==> src/design/adc_port_regs.vh <==
`ifndef ADC_PORT_REGS_VH
`define ADC_PORT_REGS_VH

// register byte offsets
`define REG_CONTROL 5'h00
`define REG_STATUS 5'h04
`define REG_RESULT 5'h08

// control fields
`define CTRL_PORT_ENABLE 0
`define CTRL_RESET 1'b1

// status fields
`define STAT_MODE_LO 0
`define STAT_MODE_HI 1
`define STAT_SERIAL 2
`define STAT_MASTER 3
`define STAT_RATE_LOW 4
`define STAT_SHIFT_BUSY 5
`define STAT_READ_DURING 6

// axi responses
`define RESP_OKAY 2'b00
`define RESP_SLVERR 2'b10

// conversion modes, coded as {fast, lowPower}
`define MODE_NORMAL 2'b00
`define MODE_IMPULSE 2'b01
`define MODE_WARP 2'b10
`define MODE_WIDEBAND 2'b11

// timing
`define CLK_NS 20
`define SCLK_PERIOD0_NS 8
`define SCLK_PERIOD1_NS 16
`define SCLK_PERIOD2_NS 32
`define SCLK_PERIOD3_NS 64
// half period in cycles, rounded up, at least one
`define HALF_CYC(ns) ((((ns) / 2 + `CLK_NS - 1) / `CLK_NS) < 1 ? 1 : \
   (((ns) / 2 + `CLK_NS - 1) / `CLK_NS))
`define WARP_MAX_GAP_NS 1000000
`define WARP_MAX_GAP_CYC (`WARP_MAX_GAP_NS / `CLK_NS)

`endif

==> src/design/sclk_divider.v <==
`timescale 1ns/1ps
module sclk_divider #(
   parameter WIDTH = 8
) (
   input wire clk,
   input wire rst,
   input wire run,
   input wire [WIDTH-1:0] halfCycles,
   output reg tick
);
   reg [WIDTH-1:0] count;

   // one-cycle enable every halfCycles clocks while running
   always @(posedge clk) begin
      if (rst || !run) begin
         count <= {WIDTH{1'b0}};
         tick <= 1'b0;
      end else if (count + 1'b1 >= halfCycles) begin
         count <= {WIDTH{1'b0}};
         tick <= 1'b1;
      end else begin
         count <= count + 1'b1;
         tick <= 1'b0;
      end
   end
endmodule // sclk_divider

==> src/design/serial_shifter.v <==
`timescale 1ns/1ps
module serial_shifter #(
   parameter WIDTH = 16
) (
   input wire clk,
   input wire rst,
   input wire load,
   input wire [WIDTH-1:0] loadWord,
   input wire advance,
   output wire bitOut,
   output wire busy
);
   // bit count of one frame at the counter's own width
   localparam [4:0] FULL_COUNT = WIDTH;
   reg [WIDTH-1:0] shiftReg;
   reg [4:0] bitsLeft;

   // msb first; a load restarts any transfer in progress
   always @(posedge clk) begin
      if (rst) begin
         shiftReg <= {WIDTH{1'b0}};
         bitsLeft <= 5'h00;
      end else if (load) begin
         shiftReg <= loadWord;
         bitsLeft <= FULL_COUNT;
      end else if (advance && bitsLeft != 5'h00) begin
         shiftReg <= {shiftReg[WIDTH-2:0], 1'b0};
         bitsLeft <= bitsLeft - 5'h01;
      end
   end

   assign bitOut = shiftReg[WIDTH-1];
   assign busy = (bitsLeft != 5'h00);
endmodule // serial_shifter

==> src/design/adc_output_port_mode_decode.v <==
// The AXI4-Lite slave port and the register addresses were decided locally.
`timescale 1ns/1ps
`include "adc_port_regs.vh"
module adc_output_port_mode_decode #(
   parameter ADDR_WIDTH = 5,
   parameter WARP_MAX_GAP = `WARP_MAX_GAP_CYC
) (
   input wire clk,
   input wire rst,
   input wire [ADDR_WIDTH-1:0] awaddr,
   input wire awvalid,
   output reg awready,
   input wire [31:0] wdata,
   input wire [3:0] wstrb,
   input wire wvalid,
   output reg wready,
   output reg [1:0] bresp,
   output reg bvalid,
   input wire bready,
   input wire [ADDR_WIDTH-1:0] araddr,
   input wire arvalid,
   output reg arready,
   output reg [31:0] rdata,
   output reg [1:0] rresp,
   output reg rvalid,
   input wire rready,
   input wire byteOrderSelect,
   input wire outputCodingSelect,
   input wire fastModeSelect,
   input wire lowPowerSelect,
   input wire serialParallelSelect,
   input wire csN,
   input wire [15:0] dataIn,
   output reg [15:0] dataOut,
   output reg [15:0] dataOe,
   input wire sclkIn,
   output reg sclkOut,
   output reg sclkOe,
   input wire convStart,
   input wire convDone,
   input wire [15:0] convResult,
   output reg [1:0] convMode
);
   localparam SERIAL_OUT_PIN = 8;
   // half periods at the divider's width, so nothing is narrowed at the mux
   localparam [7:0] HALF0 = `HALF_CYC(`SCLK_PERIOD0_NS);
   localparam [7:0] HALF1 = `HALF_CYC(`SCLK_PERIOD1_NS);
   localparam [7:0] HALF2 = `HALF_CYC(`SCLK_PERIOD2_NS);
   localparam [7:0] HALF3 = `HALF_CYC(`SCLK_PERIOD3_NS);

   reg portEnable;
   reg rateLow;
   reg [15:0] lastResult;
   reg [31:0] gapCount;
   reg sclkPrev;
   reg sclkInt;
   reg awHeld;
   reg wHeld;
   reg [ADDR_WIDTH-1:0] wAddr;
   reg [31:0] wData;
   reg [3:0] wStrb;

   wire serialSel;
   wire masterSel;
   wire readDuring;
   wire [1:0] divSel;
   wire [15:0] coded;
   wire [15:0] ordered;
   wire shiftBit;
   wire shiftBusy;
   wire sclkTick;
   wire shiftLoad;
   wire [15:0] shiftWord;
   wire shiftAdvance;
   wire writeGo;
   wire rateClear;
   reg [7:0] halfCycles;
   reg [31:0] readWord;
   reg [1:0] readResp;
   reg [15:0] next_dataOut;
   reg [15:0] next_dataOe;

   // strap decode; in serial mode pins 4, 7 and 3..2 turn into inputs
   assign serialSel = serialParallelSelect;
   assign masterSel = serialSel && !dataIn[4];
   assign readDuring = serialSel && dataIn[7];
   // divider only honoured in master read-after-convert, else fastest
   assign divSel = (masterSel && !readDuring) ? dataIn[3:2] : 2'b00;

   // coding then byte placement
   assign coded = {outputCodingSelect ? convResult[15] : ~convResult[15],
      convResult[14:0]};
   assign ordered = byteOrderSelect ? {lastResult[7:0], lastResult[15:8]} :
      lastResult;

   // minimum half periods of the internal serial clock per setting
   always @* begin
      case (divSel)
         2'b00: halfCycles = HALF0;
         2'b01: halfCycles = HALF1;
         2'b10: halfCycles = HALF2;
         2'b11: halfCycles = HALF3;
         default: halfCycles = HALF0;
      endcase
   end

   // read during convert in master mode sends the held previous word at conversion start
   assign shiftLoad = serialSel && (readDuring && masterSel ? convStart : convDone);
   assign shiftWord = (readDuring && masterSel) ? lastResult : coded;
   // advance on the falling edge so data is stable at the host's rising edge
   assign shiftAdvance = !csN && (masterSel ? (sclkTick && sclkInt) :
      (sclkPrev && !sclkIn));

   sclk_divider #(.WIDTH(8)) divider (
      .clk(clk),
      .rst(rst),
      .run(masterSel && shiftBusy && !csN),
      .halfCycles(halfCycles),
      .tick(sclkTick)
   );

   serial_shifter #(.WIDTH(16)) shifter (
      .clk(clk),
      .rst(rst),
      .load(shiftLoad),
      .loadWord(shiftWord),
      .advance(shiftAdvance),
      .bitOut(shiftBit),
      .busy(shiftBusy)
   );

   // result capture, mode register and serial clock generation
   always @(posedge clk) begin
      if (rst) begin
         lastResult <= 16'h0000;
         convMode <= `MODE_NORMAL;
         sclkInt <= 1'b0;
         sclkPrev <= 1'b0;
      end else begin
         convMode <= {fastModeSelect, lowPowerSelect};
         sclkPrev <= sclkIn;
         if (convDone) begin
            lastResult <= coded;
         end
         if (!masterSel || csN || !shiftBusy) begin
            sclkInt <= 1'b0;
         end else if (sclkTick) begin
            sclkInt <= ~sclkInt;
         end
      end
   end

   // conversion gap watch: only the fast modes, warp and wideband, lose accuracy when idle
   assign rateClear = writeGo && wAddr == `REG_STATUS && wStrb[0] &&
      wData[`STAT_RATE_LOW];
   always @(posedge clk) begin
      if (rst) begin
         gapCount <= 32'h00000000;
         rateLow <= 1'b0;
      end else begin
         if (convStart || !convMode[1]) begin
            gapCount <= 32'h00000000;
         end else if (gapCount < WARP_MAX_GAP) begin
            gapCount <= gapCount + 32'h00000001;
         end
         // set wins over the software clear
         if (convMode[1] && !convStart && gapCount >= WARP_MAX_GAP) begin
            rateLow <= 1'b1;
         end else if (rateClear) begin
            rateLow <= 1'b0;
         end
      end
   end

   // pin drive selection
   always @* begin
      next_dataOut = 16'h0000;
      next_dataOe = 16'h0000;
      if (portEnable && !serialSel) begin
         next_dataOut = ordered;
         next_dataOe = csN ? 16'h0000 : 16'hffff;
      end else if (portEnable) begin
         // only the serial output drives; straps and spare bits float
         next_dataOut[SERIAL_OUT_PIN] = shiftBit;
         next_dataOe[SERIAL_OUT_PIN] = !csN;
      end
   end

   // registered pins so every output comes from a flop
   always @(posedge clk) begin
      if (rst) begin
         dataOut <= 16'h0000;
         dataOe <= 16'h0000;
         sclkOut <= 1'b0;
         sclkOe <= 1'b0;
      end else begin
         dataOut <= next_dataOut;
         dataOe <= next_dataOe;
         sclkOut <= sclkInt;
         sclkOe <= portEnable && masterSel && !csN;
      end
   end

   // axi write side: address and data taken in either order
   assign writeGo = awHeld && wHeld && !bvalid;
   always @(posedge clk) begin
      if (rst) begin
         awready <= 1'b0;
         wready <= 1'b0;
         awHeld <= 1'b0;
         wHeld <= 1'b0;
         wAddr <= {ADDR_WIDTH{1'b0}};
         wData <= 32'h00000000;
         wStrb <= 4'h0;
         bvalid <= 1'b0;
         bresp <= `RESP_OKAY;
         portEnable <= `CTRL_RESET;
      end else begin
         if (awvalid && awready) begin
            awready <= 1'b0;
            awHeld <= 1'b1;
            wAddr <= awaddr;
         end else if (!awHeld && !bvalid) begin
            awready <= 1'b1;
         end
         if (wvalid && wready) begin
            wready <= 1'b0;
            wHeld <= 1'b1;
            wData <= wdata;
            wStrb <= wstrb;
         end else if (!wHeld && !bvalid) begin
            wready <= 1'b1;
         end
         if (writeGo) begin
            awHeld <= 1'b0;
            wHeld <= 1'b0;
            bvalid <= 1'b1;
            bresp <= `RESP_OKAY;
            if (wAddr == `REG_CONTROL) begin
               if (wStrb[0]) begin
                  portEnable <= wData[`CTRL_PORT_ENABLE];
               end
            end else if (wAddr != `REG_STATUS && wAddr != `REG_RESULT) begin
               bresp <= `RESP_SLVERR; // unmapped
            end
         end else if (bvalid && bready) begin
            bvalid <= 1'b0;
         end
      end
   end

   // read mux
   always @* begin
      readWord = 32'h00000000;
      readResp = `RESP_OKAY;
      case (araddr)
         `REG_CONTROL: readWord[`CTRL_PORT_ENABLE] = portEnable;
         `REG_STATUS: begin
            readWord[`STAT_MODE_HI:`STAT_MODE_LO] = convMode;
            readWord[`STAT_SERIAL] = serialSel;
            readWord[`STAT_MASTER] = masterSel;
            readWord[`STAT_RATE_LOW] = rateLow;
            readWord[`STAT_SHIFT_BUSY] = shiftBusy;
            readWord[`STAT_READ_DURING] = readDuring;
         end
         `REG_RESULT: readWord[15:0] = lastResult;
         default: readResp = `RESP_SLVERR;
      endcase
   end

   // axi read side: one read at a time, answer the cycle after the address
   always @(posedge clk) begin
      if (rst) begin
         arready <= 1'b0;
         rvalid <= 1'b0;
         rdata <= 32'h00000000;
         rresp <= `RESP_OKAY;
      end else if (arvalid && arready) begin
         arready <= 1'b0;
         rvalid <= 1'b1;
         rdata <= readWord;
         rresp <= readResp;
      end else if (rvalid && rready) begin
         rvalid <= 1'b0;
      end else if (!rvalid) begin
         arready <= 1'b1;
      end
   end
endmodule // adc_output_port_mode_decode

==> config.mk <==
export PLATFORM = sky130hd
export DESIGN_NAME = adc_output_port_mode_decode
export DESIGN_NICKNAME = d
export VERILOG_FILES = /design/src/design/sclk_divider.v /design/src/design/serial_shifter.v /design/src/design/adc_output_port_mode_decode.v
export VERILOG_INCLUDE_DIRS = /design/src /design/src/design
export SDC_FILE = /design/constraint.sdc
export NUM_CORES = 1
export LEC_CHECK = 0
export ABC_AREA = 0
export BUFFER_PORTS_ARGS = -buffer_cell sky130_fd_sc_hd__buf_2
export CORE_MARGIN = 2
export CORE_UTILIZATION = 52
export CTS_CLUSTER_SIZE = 28
export DETAILED_ROUTE_END_ITERATION = 6
export HOLD_SLACK_MARGIN = 0.12
export PLACE_DENSITY = 0.79
export SLEW_MARGIN = 40
export SYNTH_ARGS = -nofsm -noshare
export SYNTH_HDL_FRONTEND = slang
export SYNTH_SLANG_ARGS = --single-unit
==> constraint.sdc <==
create_clock -name clk -period 2.87 [get_ports clk]
set_input_delay 0.574 -clock clk [delete_from_list [all_inputs] [get_ports clk]]
set_output_delay 0.574 -clock clk [all_outputs]
set_load 0.005 [all_outputs]
# Word-level counts from Yosys, hierarchy flattened
# Index checks and enable logic that the tools add are counted.
dict set report word_totals {
  n_memories 0
  ff_bits 156
  out_inout_bits 77
  latchBits 0
  ramBits 0
  romBits 0
  inputBits 94
}
dict set report op_classes {
  magnitude_cmp 3
  n_reduce_logical 67
  n_bitwise 5
  div_mod_pow 0
  n_eq_ne 8
  mux 29
  n_addsub 3
  shift 0
  n_mul 0
}
# cell count
set op_table {}
lappend op_table {{$mux 16} 5}
lappend op_table {{$add 32x1->32 const B} 1}
lappend op_table {{$ge 32x16->1 const B} 1}
lappend op_table {{$lt 32x16->1 const B} 1}
lappend op_table {{$logic_and 1x1->1} 29}
lappend op_table {{$reduce_or 2->1} 9}
lappend op_table {{$pmux 8 s2} 1}
lappend op_table {{$mux 1} 14}
lappend op_table {{$logic_not 1->1} 13}
lappend op_table {{$pmux 6 s2} 1}
lappend op_table {{$eq 5x3->1 const B} 2}
lappend op_table {{$logic_not 5->1} 2}
lappend op_table {{$mux 5} 2}
lappend op_table {{$mux 9} 1}
lappend op_table {{$add 8x1->8 const B} 1}
lappend op_table {{$ge 8x8->1} 1}
lappend op_table {{$mux 2} 4}
lappend op_table {{$reduce_bool 2->1} 4}
lappend op_table {{$reduce_or 3->1} 2}
lappend op_table {{$eq 5x4->1 const B} 1}
lappend op_table {{$ne 5x3->1 const B} 1}
lappend op_table {{$ne 5x4->1 const B} 1}
lappend op_table {{$not 1->1} 5}
lappend op_table {{$reduce_bool 5->1} 1}
lappend op_table {{8 further kinds} 12}

# Longest topological paths before layout
# Gate-level depths: netlist of run 1.
dict set report logic_depth {
  word_depth 9
  depth_mapped 8
  mapped_depth_nobuf 7
}

# Hierarchy
# Synthesis of run 1 repeated with hierarchy kept, for this count alone.
dict set report hier_totals {
  hier_cells 650
  area_unflattened_um2 6252.2
}
# mod seq_area_each_um2 area_per_inst_um2 n_inst cells_per_inst
set modules_own_cells {}
lappend modules_own_cells {adc_output_port_mode_decode 2142.1 4531.8 1 467}
lappend modules_own_cells {serial_shifter 420.4 1098.6 1 121}
lappend modules_own_cells {sclk_divider 180.2 621.8 1 62}

# Worst setup path before layout of run 1
# OpenSTA, ideal clock, no wires.
dict set report synth_path {
  path_type {in2reg}
  startpoint {input serialParallelSelect}
  endpoint {register divider.count[0]}
  t_arrival_ns 2.223
  cell_stages 8
  slack_ns 0.582
  t_required_ns 2.805
  n_path_buf 1
  cell_sequence {buf_2 -> nor2b_1 -> nand4b_1 -> ha_1 -> nand2b_1 -> a211o_1 -> nor4_1 -> nor2b_1}
}
dict set report synth_between {
  elab_chain_cells 9
  word_cells_on_any_way 17
}
# item line
set synth_lines {}
lappend synth_lines {{start, declared} adc_output_port_mode_decode.v:31} ;# input wire serialParallelSelect,
lappend synth_lines {{$logic_and 1x1->1} adc_output_port_mode_decode.v:86} ;# assign readDuring = serialSel && dataIn[7];
lappend synth_lines {{$logic_not 1->1} adc_output_port_mode_decode.v:88} ;# assign divSel = (masterSel && !readDuring) ? dataIn[3:2] : 2'b00;
lappend synth_lines {{$logic_and 1x1->1} adc_output_port_mode_decode.v:88}
lappend synth_lines {{$mux 2} adc_output_port_mode_decode.v:88}
lappend synth_lines {{$eq 2x2->1 (tied with other cells)} adc_output_port_mode_decode.v:98} ;# case (divSel)
lappend synth_lines {{$reduce_or 3->1 (no line)} n/a}
lappend synth_lines {{$pmux 8 s2} adc_output_port_mode_decode.v:98}
lappend synth_lines {{$ge 8x8->1} sclk_divider.v:18} ;# end else if (count + 1'b1 >= halfCycles) begin
lappend synth_lines {{$reduce_or 2->1 (no line) (*)} n/a}
lappend synth_lines {{end signal, assigned} sclk_divider.v:16} ;# count <= {WIDTH{1'b0}};
lappend synth_lines {{end signal, assigned} sclk_divider.v:19} ;# count <= {WIDTH{1'b0}};
lappend synth_lines {{end signal, assigned} sclk_divider.v:22} ;# count <= count + 1'b1;
lappend synth_lines {{end, declared} sclk_divider.v:11} ;# reg [WIDTH-1:0] count;
# Every way passes the cells marked *; elsewhere a longest branch is shown, timed or not. The select of a mux whose other input is x is not followed.
# A chain may end at the register's enable or synchronous reset.

# Final worst setup path of run 1
dict set report layout_path {
  startpoint {register shifter.bitsLeft[0]}
  endpoint {register shifter.shiftReg[10]}
}
dict set report layout_between {
  elab_chain_cells 3
}
# item line
set layout_lines {}
lappend layout_lines {{start, declared} serial_shifter.v:16} ;# reg [4:0] bitsLeft;
lappend layout_lines {{start signal, assigned} serial_shifter.v:28} ;# bitsLeft <= bitsLeft - 5'h01;
lappend layout_lines {{$reduce_bool 5->1} serial_shifter.v:26} ;# end else if (advance && bitsLeft != 5'h00) begin
lappend layout_lines {{$logic_and 1x1->1} serial_shifter.v:26}
lappend layout_lines {{$reduce_bool 2->1 (no line)} n/a}
lappend layout_lines {{end signal, assigned} serial_shifter.v:21} ;# shiftReg <= {WIDTH{1'b0}};
lappend layout_lines {{end signal, assigned} serial_shifter.v:24} ;# shiftReg <= loadWord;
lappend layout_lines {{end signal, assigned} serial_shifter.v:27} ;# shiftReg <= {shiftReg[WIDTH-2:0], 1'b0};
lappend layout_lines {{end, declared} serial_shifter.v:15} ;# reg [WIDTH-1:0] shiftReg;
# Every way passes these cells.

==> impl_summary.txt, run 1 <==
----------------------------------------------------
[Worst setup path]
  Req. time, crit path ... 3.28 ns
  Type of element launching the critical path ... register
  Capturing element type of the critical path ... register
  Reg2reg path depth ... 8
  Worst Setup Path Type ... reg2reg
  Endpoint arrival time on the critical path ... 2.43 ns
  Largest fanout of any net on the critical path ... 32

[Detailed routing]
  Detailed router's first-iteration violation count ... 308
  WL/cell ... 15.3 um
  DRT antenna net count ... 0
  Residual DRC count ... 0
  Vias per cell ... 5.60
  Total iterations of the first detailed-routing run ... 5
  Via total after detailed routing ... 4969
  Total length of routed wires ... 13.6 mm

[Floorplan]
  IO Count ... 171
  Floorplan row count ... 38
  Vertical extent of the die ... 110 um
  Die width ... 110 um
  Floorplan core area ... 10900 sq um
  Die area ... 12100 sq um
  Initial Util ... 53.8%

[Yosys]
  Post-Synthesis Mean Instance Area ... 9.02 sq um
  Syn Std Cell Area ... 5850 sq um
  Sequential area share after synthesis ... 46.9%
  Area fraction of the dominant cell type after synthesis ... 46.9%
  Synth cell count leaders ... dfxtp_1, nor2_1, mux2i_1
  Library cell occupying the most area in the post-synthesis netlist ... dfxtp_1
  Share of async-settable or async-resettable flops after synthesis ... 0%
  Post-synth cell types ... 54
  Syn Inst Count ... 649
  Number of enable flip-flop cells after synthesis ... 0
  Most common cell in the synthesized netlist ... dfxtp_1
  Yosys synthesis warning count ... 0
  Number of synthesized register bits ... 137
  Top cells by area in the synthesized netlist ... dfxtp_1, mux2i_1, nor2_1
  Most frequently used flop master after synthesis ... dfxtp_1

[Final layout]
  Share of final-layout standard cells stronger than drive strength 1 ... 22.6%
  Fill cell count ... 864
  Antenna cell count ... 0
  Number of non-filler instances in the completed layout ... 887
  Layout-stage area growth over the synthesis result ... 17.3%
  Final layout net count ... 834

[Global route]
  Largest net degree at the start of global routing ... 79
  Antenna violations before repair ... 0
  Wire length of the first global-routing pass ... 21.7 mm
  Grt total ovfl ... 0
  Global-route usage over all layers ... 23.2%
  Vias in the first global route ... 4574

[Timing]
  Pins over their slew limit ... 0
  TNS Setup ... 0 ns
  Worst Max-Slew Pin Slew ... 0.773 ns
  Clock period minus final worst setup slack ... 2.03 ns
  Fin. Hold Viols ... 0
  Clock Skews ... 0.00673 ns
  Fmax ... 493 MHz
  Final setup fails ... 0
  Fin crit share ... 70.7%
  Setup repair after global routing missed its margin ... no
  Slew Limit Headroom ... 48.5%

[Worst hold path]
  Hold-critical path depth ... 2
  Path category of the worst min-delay check ... in2reg

[Clock tree]
  Root Buffer ... clkbuf_8
  Post-CTS resize count ... 0
  CTS H-tree lvls ... 4
  Post-CTS setup buffer count ... 0
  # clock sinks ... 137
  TritonCTS clock tree ... built
  Number of buffers added to fix hold violations after cts ... 0
  Clk Latency, worst-skew pair ... 0.53 ns
  Number of buffers created by CTS ... 17
  Clock Tree Buf Depth ... 2
  Post-CTS clock slew at the launch and capture registers of the worst setup and hold paths ... 0.06 ns

[Placement]
  # placed instances ... 855
  Final GP Congestion ... 0.828
  Detailed-placement wirelength estimate ... 9.29 mm
  Input/output buffers ... 107

[Power and ir drop]
  Max VDD drop ... 559 uV
  P_leak ... 3.00 nW
  Power Dens Cells ... 648 nW/um^2

[Outcome]
  Outcome ... finished clean

[Run]
  Max-cap violations ... 0

----------------------------------------------------
## power by group
part           internal (mW)  switching, mW  leakage [nW]
Combinational          0.141          0.181          1.61
Sequential              1.97         0.0658          1.12
Clock                   1.28          0.807         0.270
Total                   3.39           1.05          3.00
## area by class of cell
| class | count | area, sq um | share of cell area (%) |
|---|---|---|---|
| Timing Repair Buffer | 114 | 588 | 8.56 |
| Clock buffer | 21 | 449 | 6.54 |
| Tap cell | 140 | 175 | 2.55 |
| Sequential cell | 137 | 2740 | 39.9 |
| Multi-Input combinational cell | 453 | 2750 | 40.0 |
| Clock inverter | 11 | 123 | 1.79 |
| Inverter | 11 | 41.3 | 0.601 |
## logic make-up after synthesis
family	after synthesis	synth area share [%]
AND/OR/NAND/NOR	275	23.3
flip-flops	137	46.9
AO/OA/AOI/OAI	87	10.1
buffers and inverters	82	7.72
multiplexers	54	9.58
XOR/XNOR	7	1.05
adder cells (fa/ha/maj)	6	1.28
other	1	0.0641
## through the flow
| step | util (%) | area [sq um] | setup WS [ns] | hold slack (ns) | power [mW] |
|---|---|---|---|---|---|
| floorplan | - | 5940 | 0.582 | 0.431 | 2.30 |
| global placement | 57.8 | 6290 | 0.512 | 0.439 | 2.38 |
| detailed placement | 57.8 | 6290 | 0.397 | 0.443 | 2.39 |
| CTS | 63.1 | 6870 | 0.814 | 0.248 | 4.47 |
| global route | 63.1 | 6870 | 0.534 | 0.249 | 4.62 |
| finish | 63.1 | 6870 | 0.842 | 0.258 | 4.45 |
## routing by layer
metal  GRT usage [%]  wire, um  up-vias
met3            6.41      1010       32
met1            30.0      5750     2302
met2            36.7      6420      224
met5               0         0        -
li1                -         -     2411
met4            9.73       382        0
## registers in the layout (all words and copies together) (netlist names), 2 cells and up
| register | cells |
|---|---|
| dataOe | 2 |
| rdata | 16 |
| wData | 2 |
| shifter.bitsLeft | 5 |
| wAddr | 5 |
| lastResult | 16 |
| shifter.shiftReg | 16 |
| convMode | 2 |
| gapCount | 32 |
| dataOut | 16 |
| divider.count | 8 |
## worst paths after layout
path,start,to,slack [ns]
worst max-delay path,shifter.bitsLeft[0],shifter.shiftReg[10],0.84
worst min-delay path,fastModeSelect,convMode[1],0.26
worst max register to register,shifter.bitsLeft[0],shifter.shiftReg[10],0.84
worst min register to register,wAddr[1],wAddr[1],0.45
## worst max-delay path, stage by stage, from the launching register on
cell	delay, ns
dfxtp_1	0.32
inv_1	0.08
ha_1	0.19
nor4b_2	0.28
nor2_1	0.16
nand2_1	0.09
buf_4	0.29
nor3_1	0.10
a2111oi_1	0.39
## cells in the final DEF, fill, tap and decap left out, types with 21 or more instances in the layout
| master | instances |
|---|---|
| dfxtp_1 | 137 |
| buf_2 | 107 |
| nor2_1 | 87 |
| mux2i_1 | 38 |
| nand2_1 | 37 |
| a21oi_1 | 37 |
| nor3_1 | 35 |
| nand3_1 | 30 |
| conb_1 | 24 |
| and3_1 | 21 |
No activity file was read; power rests on OpenSTA's default activity.
==> run 2, diff against run 1 <==
Settings changed: ABC_AREA 0 to 1, PLACE_DENSITY 0.79 to 0.78.
Clock period 2.87 ns to 2 ns, I/O delays scaled along.
==> run 2 against run 1 <==
Net effect: the run now ends with design-rule violations left; largest cell class unchanged; routed wire length rose by 9.9%; non-clock buffer count rose by 11; via count rose by 17%; sequential power rose by 42%; sequential cell count did not move; critical path type unchanged; global-route usage rose by 0.91 points; highest routed layer unchanged; final area rose by 7.5%.
==> impl_summary.txt, run 2 <==
----------------------------------------------------
[Detailed routing]
  Detail Route met3 WL ... 1.13 mm (was 1.01 mm)
  DRT antenna net count ... 0 (unchanged)
  Wl on met1 ... 6.60 mm (was 5.75 mm)
  Total iterations of the first detailed-routing run ... 7 (was 5)
  Vias per cell ... 5.10 (was 5.60)
  WL/cell ... 13.1 um (was 15.3 um)
  Residual DRC count ... 14 (was 0)
  Wire length on met2 ... 6.56 mm (was 6.42 mm)
  Total length of routed wires ... 14.9 mm (was 13.6 mm)
  Detailed router's first-iteration violation count ... 419 (was 308)
  Via total after detailed routing ... 5798 (was 4969)
  Uppermost layer routed ... met4 (unchanged)

[Clock tree]
  Post-CTS resize count ... 0 (unchanged)
  Clock Tree Buf Depth ... 2 (unchanged)
  CTS H-tree lvls ... 4 (unchanged)
  # clock sinks ... 137 (unchanged)
  Number of buffers added to fix hold violations after cts ... 0 (unchanged)
  Post-CTS setup buffer count ... 0 (unchanged)
  Clk Latency, worst-skew pair ... 0.42 ns (was 0.53 ns)
  TritonCTS clock tree ... built (unchanged)
  Number of buffers created by CTS ... 17 (unchanged)
  Post-CTS clock slew at the launch and capture registers of the worst setup and hold paths ... 0.06 ns (about the same)
  Root Buffer ... clkbuf_16 (was clkbuf_8)

[Yosys]
  Synth cell count leaders ... nand2_1, dfxtp_1, nor2_1 (was dfxtp_1, nor2_1, mux2i_1)
  Library cell occupying the most area in the post-synthesis netlist ... dfxtp_1 (unchanged)
  Area fraction of the dominant cell type after synthesis ... 44.3% (was 46.9%)
  Yosys synthesis warning count ... 0 (unchanged)
  Share of async-settable or async-resettable flops after synthesis ... 0% (unchanged)
  Post-Synthesis Mean Instance Area ... 7.08 sq um (was 9.02 sq um)
  Number of enable flip-flop cells after synthesis ... 0 (unchanged)
  Most common cell in the synthesized netlist ... nand2_1 (was dfxtp_1)
  Sequential area share after synthesis ... 44.3% (was 46.9%)
  Post-synth cell types ... 36 (was 54)
  Number of synthesized register bits ... 137 (unchanged)
  Most frequently used flop master after synthesis ... dfxtp_1 (unchanged)
  Syn Std Cell Area ... 6190 sq um (was 5850 sq um)
  Syn Inst Count ... 875 (was 649)
  Top cells by area in the synthesized netlist ... dfxtp_1, nand2_1, nor2_1 (was dfxtp_1, mux2i_1, nor2_1)

[Outcome]
  Outcome ... finished, violations left (was finished clean)
  Failing checks ... design-rule violations

[Timing]
  Fmax ... 619 MHz (was 493 MHz)
  Fin crit share ... 80.8% (was 70.7%)
  Setup repair after global routing missed its margin ... no (unchanged)
  Final setup fails ... 0 (unchanged)
  Final setup slack of the worst path ... 0.384 ns (was 0.842 ns)
  Pins over their slew limit ... 0 (unchanged)
  Fin. Hold Viols ... 0 (unchanged)
  Clock Skews ... 0.00408 ns (was 0.00673 ns)
  TNS Setup ... 0 ns (unchanged)
  Worst Max-Slew Pin Slew ... 0.583 ns (was 0.773 ns)
  Slew Limit Headroom ... 61.0% (was 48.5%)
  Clock period minus final worst setup slack ... 1.62 ns (was 2.03 ns)

[Final layout]
  Share of final-layout standard cells stronger than drive strength 1 ... 17.2% (was 22.6%)
  Register name with the most flops ... gapCount (unchanged)
  Largest register FFs ... 32 (unchanged)
  Most common library cell in the layout ignoring fill and taps ... nand2_1 (was dfxtp_1)
  Fill cell count ... 1040 (was 864)
  Antenna cell count ... 0 (unchanged)
  Layout-stage area growth over the synthesis result ... 19.2% (was 17.3%)
  Final layout net count ... 1080 (was 834)
  Most used cells in the layout excluding fill and tap cells ... nand2_1, dfxtp_1, nor2_1, buf_2, inv_1 (was dfxtp_1, buf_2, nor2_1, mux2i_1)

[Worst setup path]
  Req. time, crit path ... 2.31 ns (was 3.28 ns)
  Type of element launching the critical path ... register (unchanged)
  Endpoint arrival time on the critical path ... 1.93 ns (was 2.43 ns)
  Capturing element type of the critical path ... register (unchanged)
  Crit path cell chain ... ha_1, nand3_1, nor2_1, nand3b_1, nor2_1, nand3_1, nand2_1, nor2_1 (was inv_1, ha_1, nor4b_2, nor2_1, nand2_1, buf_4, nor3_1, a2111oi_1)
  Stage delay of the slowest cell on the critical path ... 0.44 ns (was 0.39 ns)
  CP max-delay cell ... dfxtp_1 (was a2111oi_1)
  Largest fanout of any net on the critical path ... 7 (was 32)
  Worst Setup Path Type ... reg2reg (unchanged)
  Sum of buffers and inverters on the critical path ... 0 (was 2)
  Cell type group with the largest total delay on the critical path ... simple AND/OR/NAND/NOR gates (unchanged)
  Critical Path Most Common Cell ... nor2_1

[Placement]
  Detailed-placement wirelength estimate ... 10.6 mm (was 9.29 mm)
  Input/output buffers ... 107 (unchanged)
  Final GP Congestion ... 0.895 (was 0.828)
  Post-placement worst setup slack ... 0.100 ns (was 0.397 ns)

[Global route]
  Grt total ovfl ... 0 (unchanged)
  Wire length of the first global-routing pass ... 24.6 mm (was 21.7 mm)
  Global-route usage over all layers ... 24.2% (was 23.2%)
  Largest net degree at the start of global routing ... 34 (was 79)
  Vias in the first global route ... 5250 (was 4574)
  Antenna violations before repair ... 0 (unchanged)

[Floorplan]
  Die area ... 12800 sq um (was 12100 sq um)
  Vertical extent of the die ... 113 um (was 110 um)
  Initial Util ... 53.8% (about the same)
  Floorplan core area ... 11500 sq um (was 10900 sq um)
  Die width ... 113 um (was 110 um)
  Floorplan row count ... 39 (was 38)
  IO Count ... 171 (unchanged)

[Power and ir drop]
  Max VDD drop ... 660 uV (was 559 uV)
  Power Dens Cells ... 916 nW/um^2 (was 648 nW/um^2)
  Portion of total power attributed to the clock network ... 49.2% (was 46.9%)
  Switching part of the total ... 22.5% (was 23.7%)
  Part of the total power dissipated in sequential elements ... 42.8% (was 45.9%)
  Gate power share ... 8.0% (was 7.2%)
  P_leak ... 3.39 nW (was 3.00 nW)
  Switching Power ... 1.52 mW (was 1.05 mW)
  Cell Int Power ... 5.24 mW (was 3.39 mW)

[Worst hold path]
  Path category of the worst min-delay check ... in2reg (unchanged)

[Run]
  Max-cap violations ... 0 (unchanged)

----------------------------------------------------
run 2: area by class of cell:
class                   instances  area, sq um  share of cell area, %
multi-input cells             610         2800                   37.9
clock inverters                 7          138                   1.87
clock buffers                  25          495                   6.71
well taps                     143          179                   2.42
flip-flops and latches        137         2740                   37.2
inverters                      89          342                   4.63
repair buffers                125          683                   9.26
run 2: metal layers:
layer	GRT usage (%)	vias to the layer above
met3	6.43	39
met1	30.7	2592
met2	37.6	232
met4	12.8	0
li1	-	2935
met5	0	-
run 2: worst min-delay path: stages:
cell	delay, ns
buf_2	0.08
inv_1	0.03
nor2_1	0.06
run 2: final timing paths:
check,to,depth (start not counted),startpoint,slack (ns)
setup reg to reg,gapCount[14],8,gapCount[0],0.38
hold / removal,convMode[1],3,fastModeSelect,0.18
hold reg to reg,gapCount[22],2,gapCount[22],0.42
setup / recovery,gapCount[14],8,gapCount[0],0.38
run 2: power by group through the flow:
stage	Clock (mW)	Combinational, mW	Sequential, mW
final	3.32	0.541	2.90
after CTS	3.34	0.538	2.89
after detailed placement	0	0.532	2.95
after global routing	3.49	0.610	2.91
after global placement	0	0.526	2.95
after floorplan	0	0.379	2.94
run 2: logic make-up after synthesis:
logic type	after synthesis	share of synthesized area, %
buffers and inverters	151	11.9
XOR/XNOR	6	0.849
flip-flops	137	44.3
AND/OR/NAND/NOR	424	29.2
other	1	0.0606
adder cells (fa/ha/maj)	6	1.21
AO/OA/AOI/OAI	150	12.5
run 2: through the flow:
step                      instances  util (%)  hold slack [ns]  area, sq um  total power [mW]
final                          1136      64.1            0.184         7380              6.76
after global routing           1136      64.1            0.208         7380              7.00
after CTS                      1136      64.1            0.180         7380              6.78
after detailed placement       1104      58.6            0.417         6750              3.48
after global placement         1104      58.6            0.415         6750              3.48
after floorplan                 898         -            0.408         6280              3.32
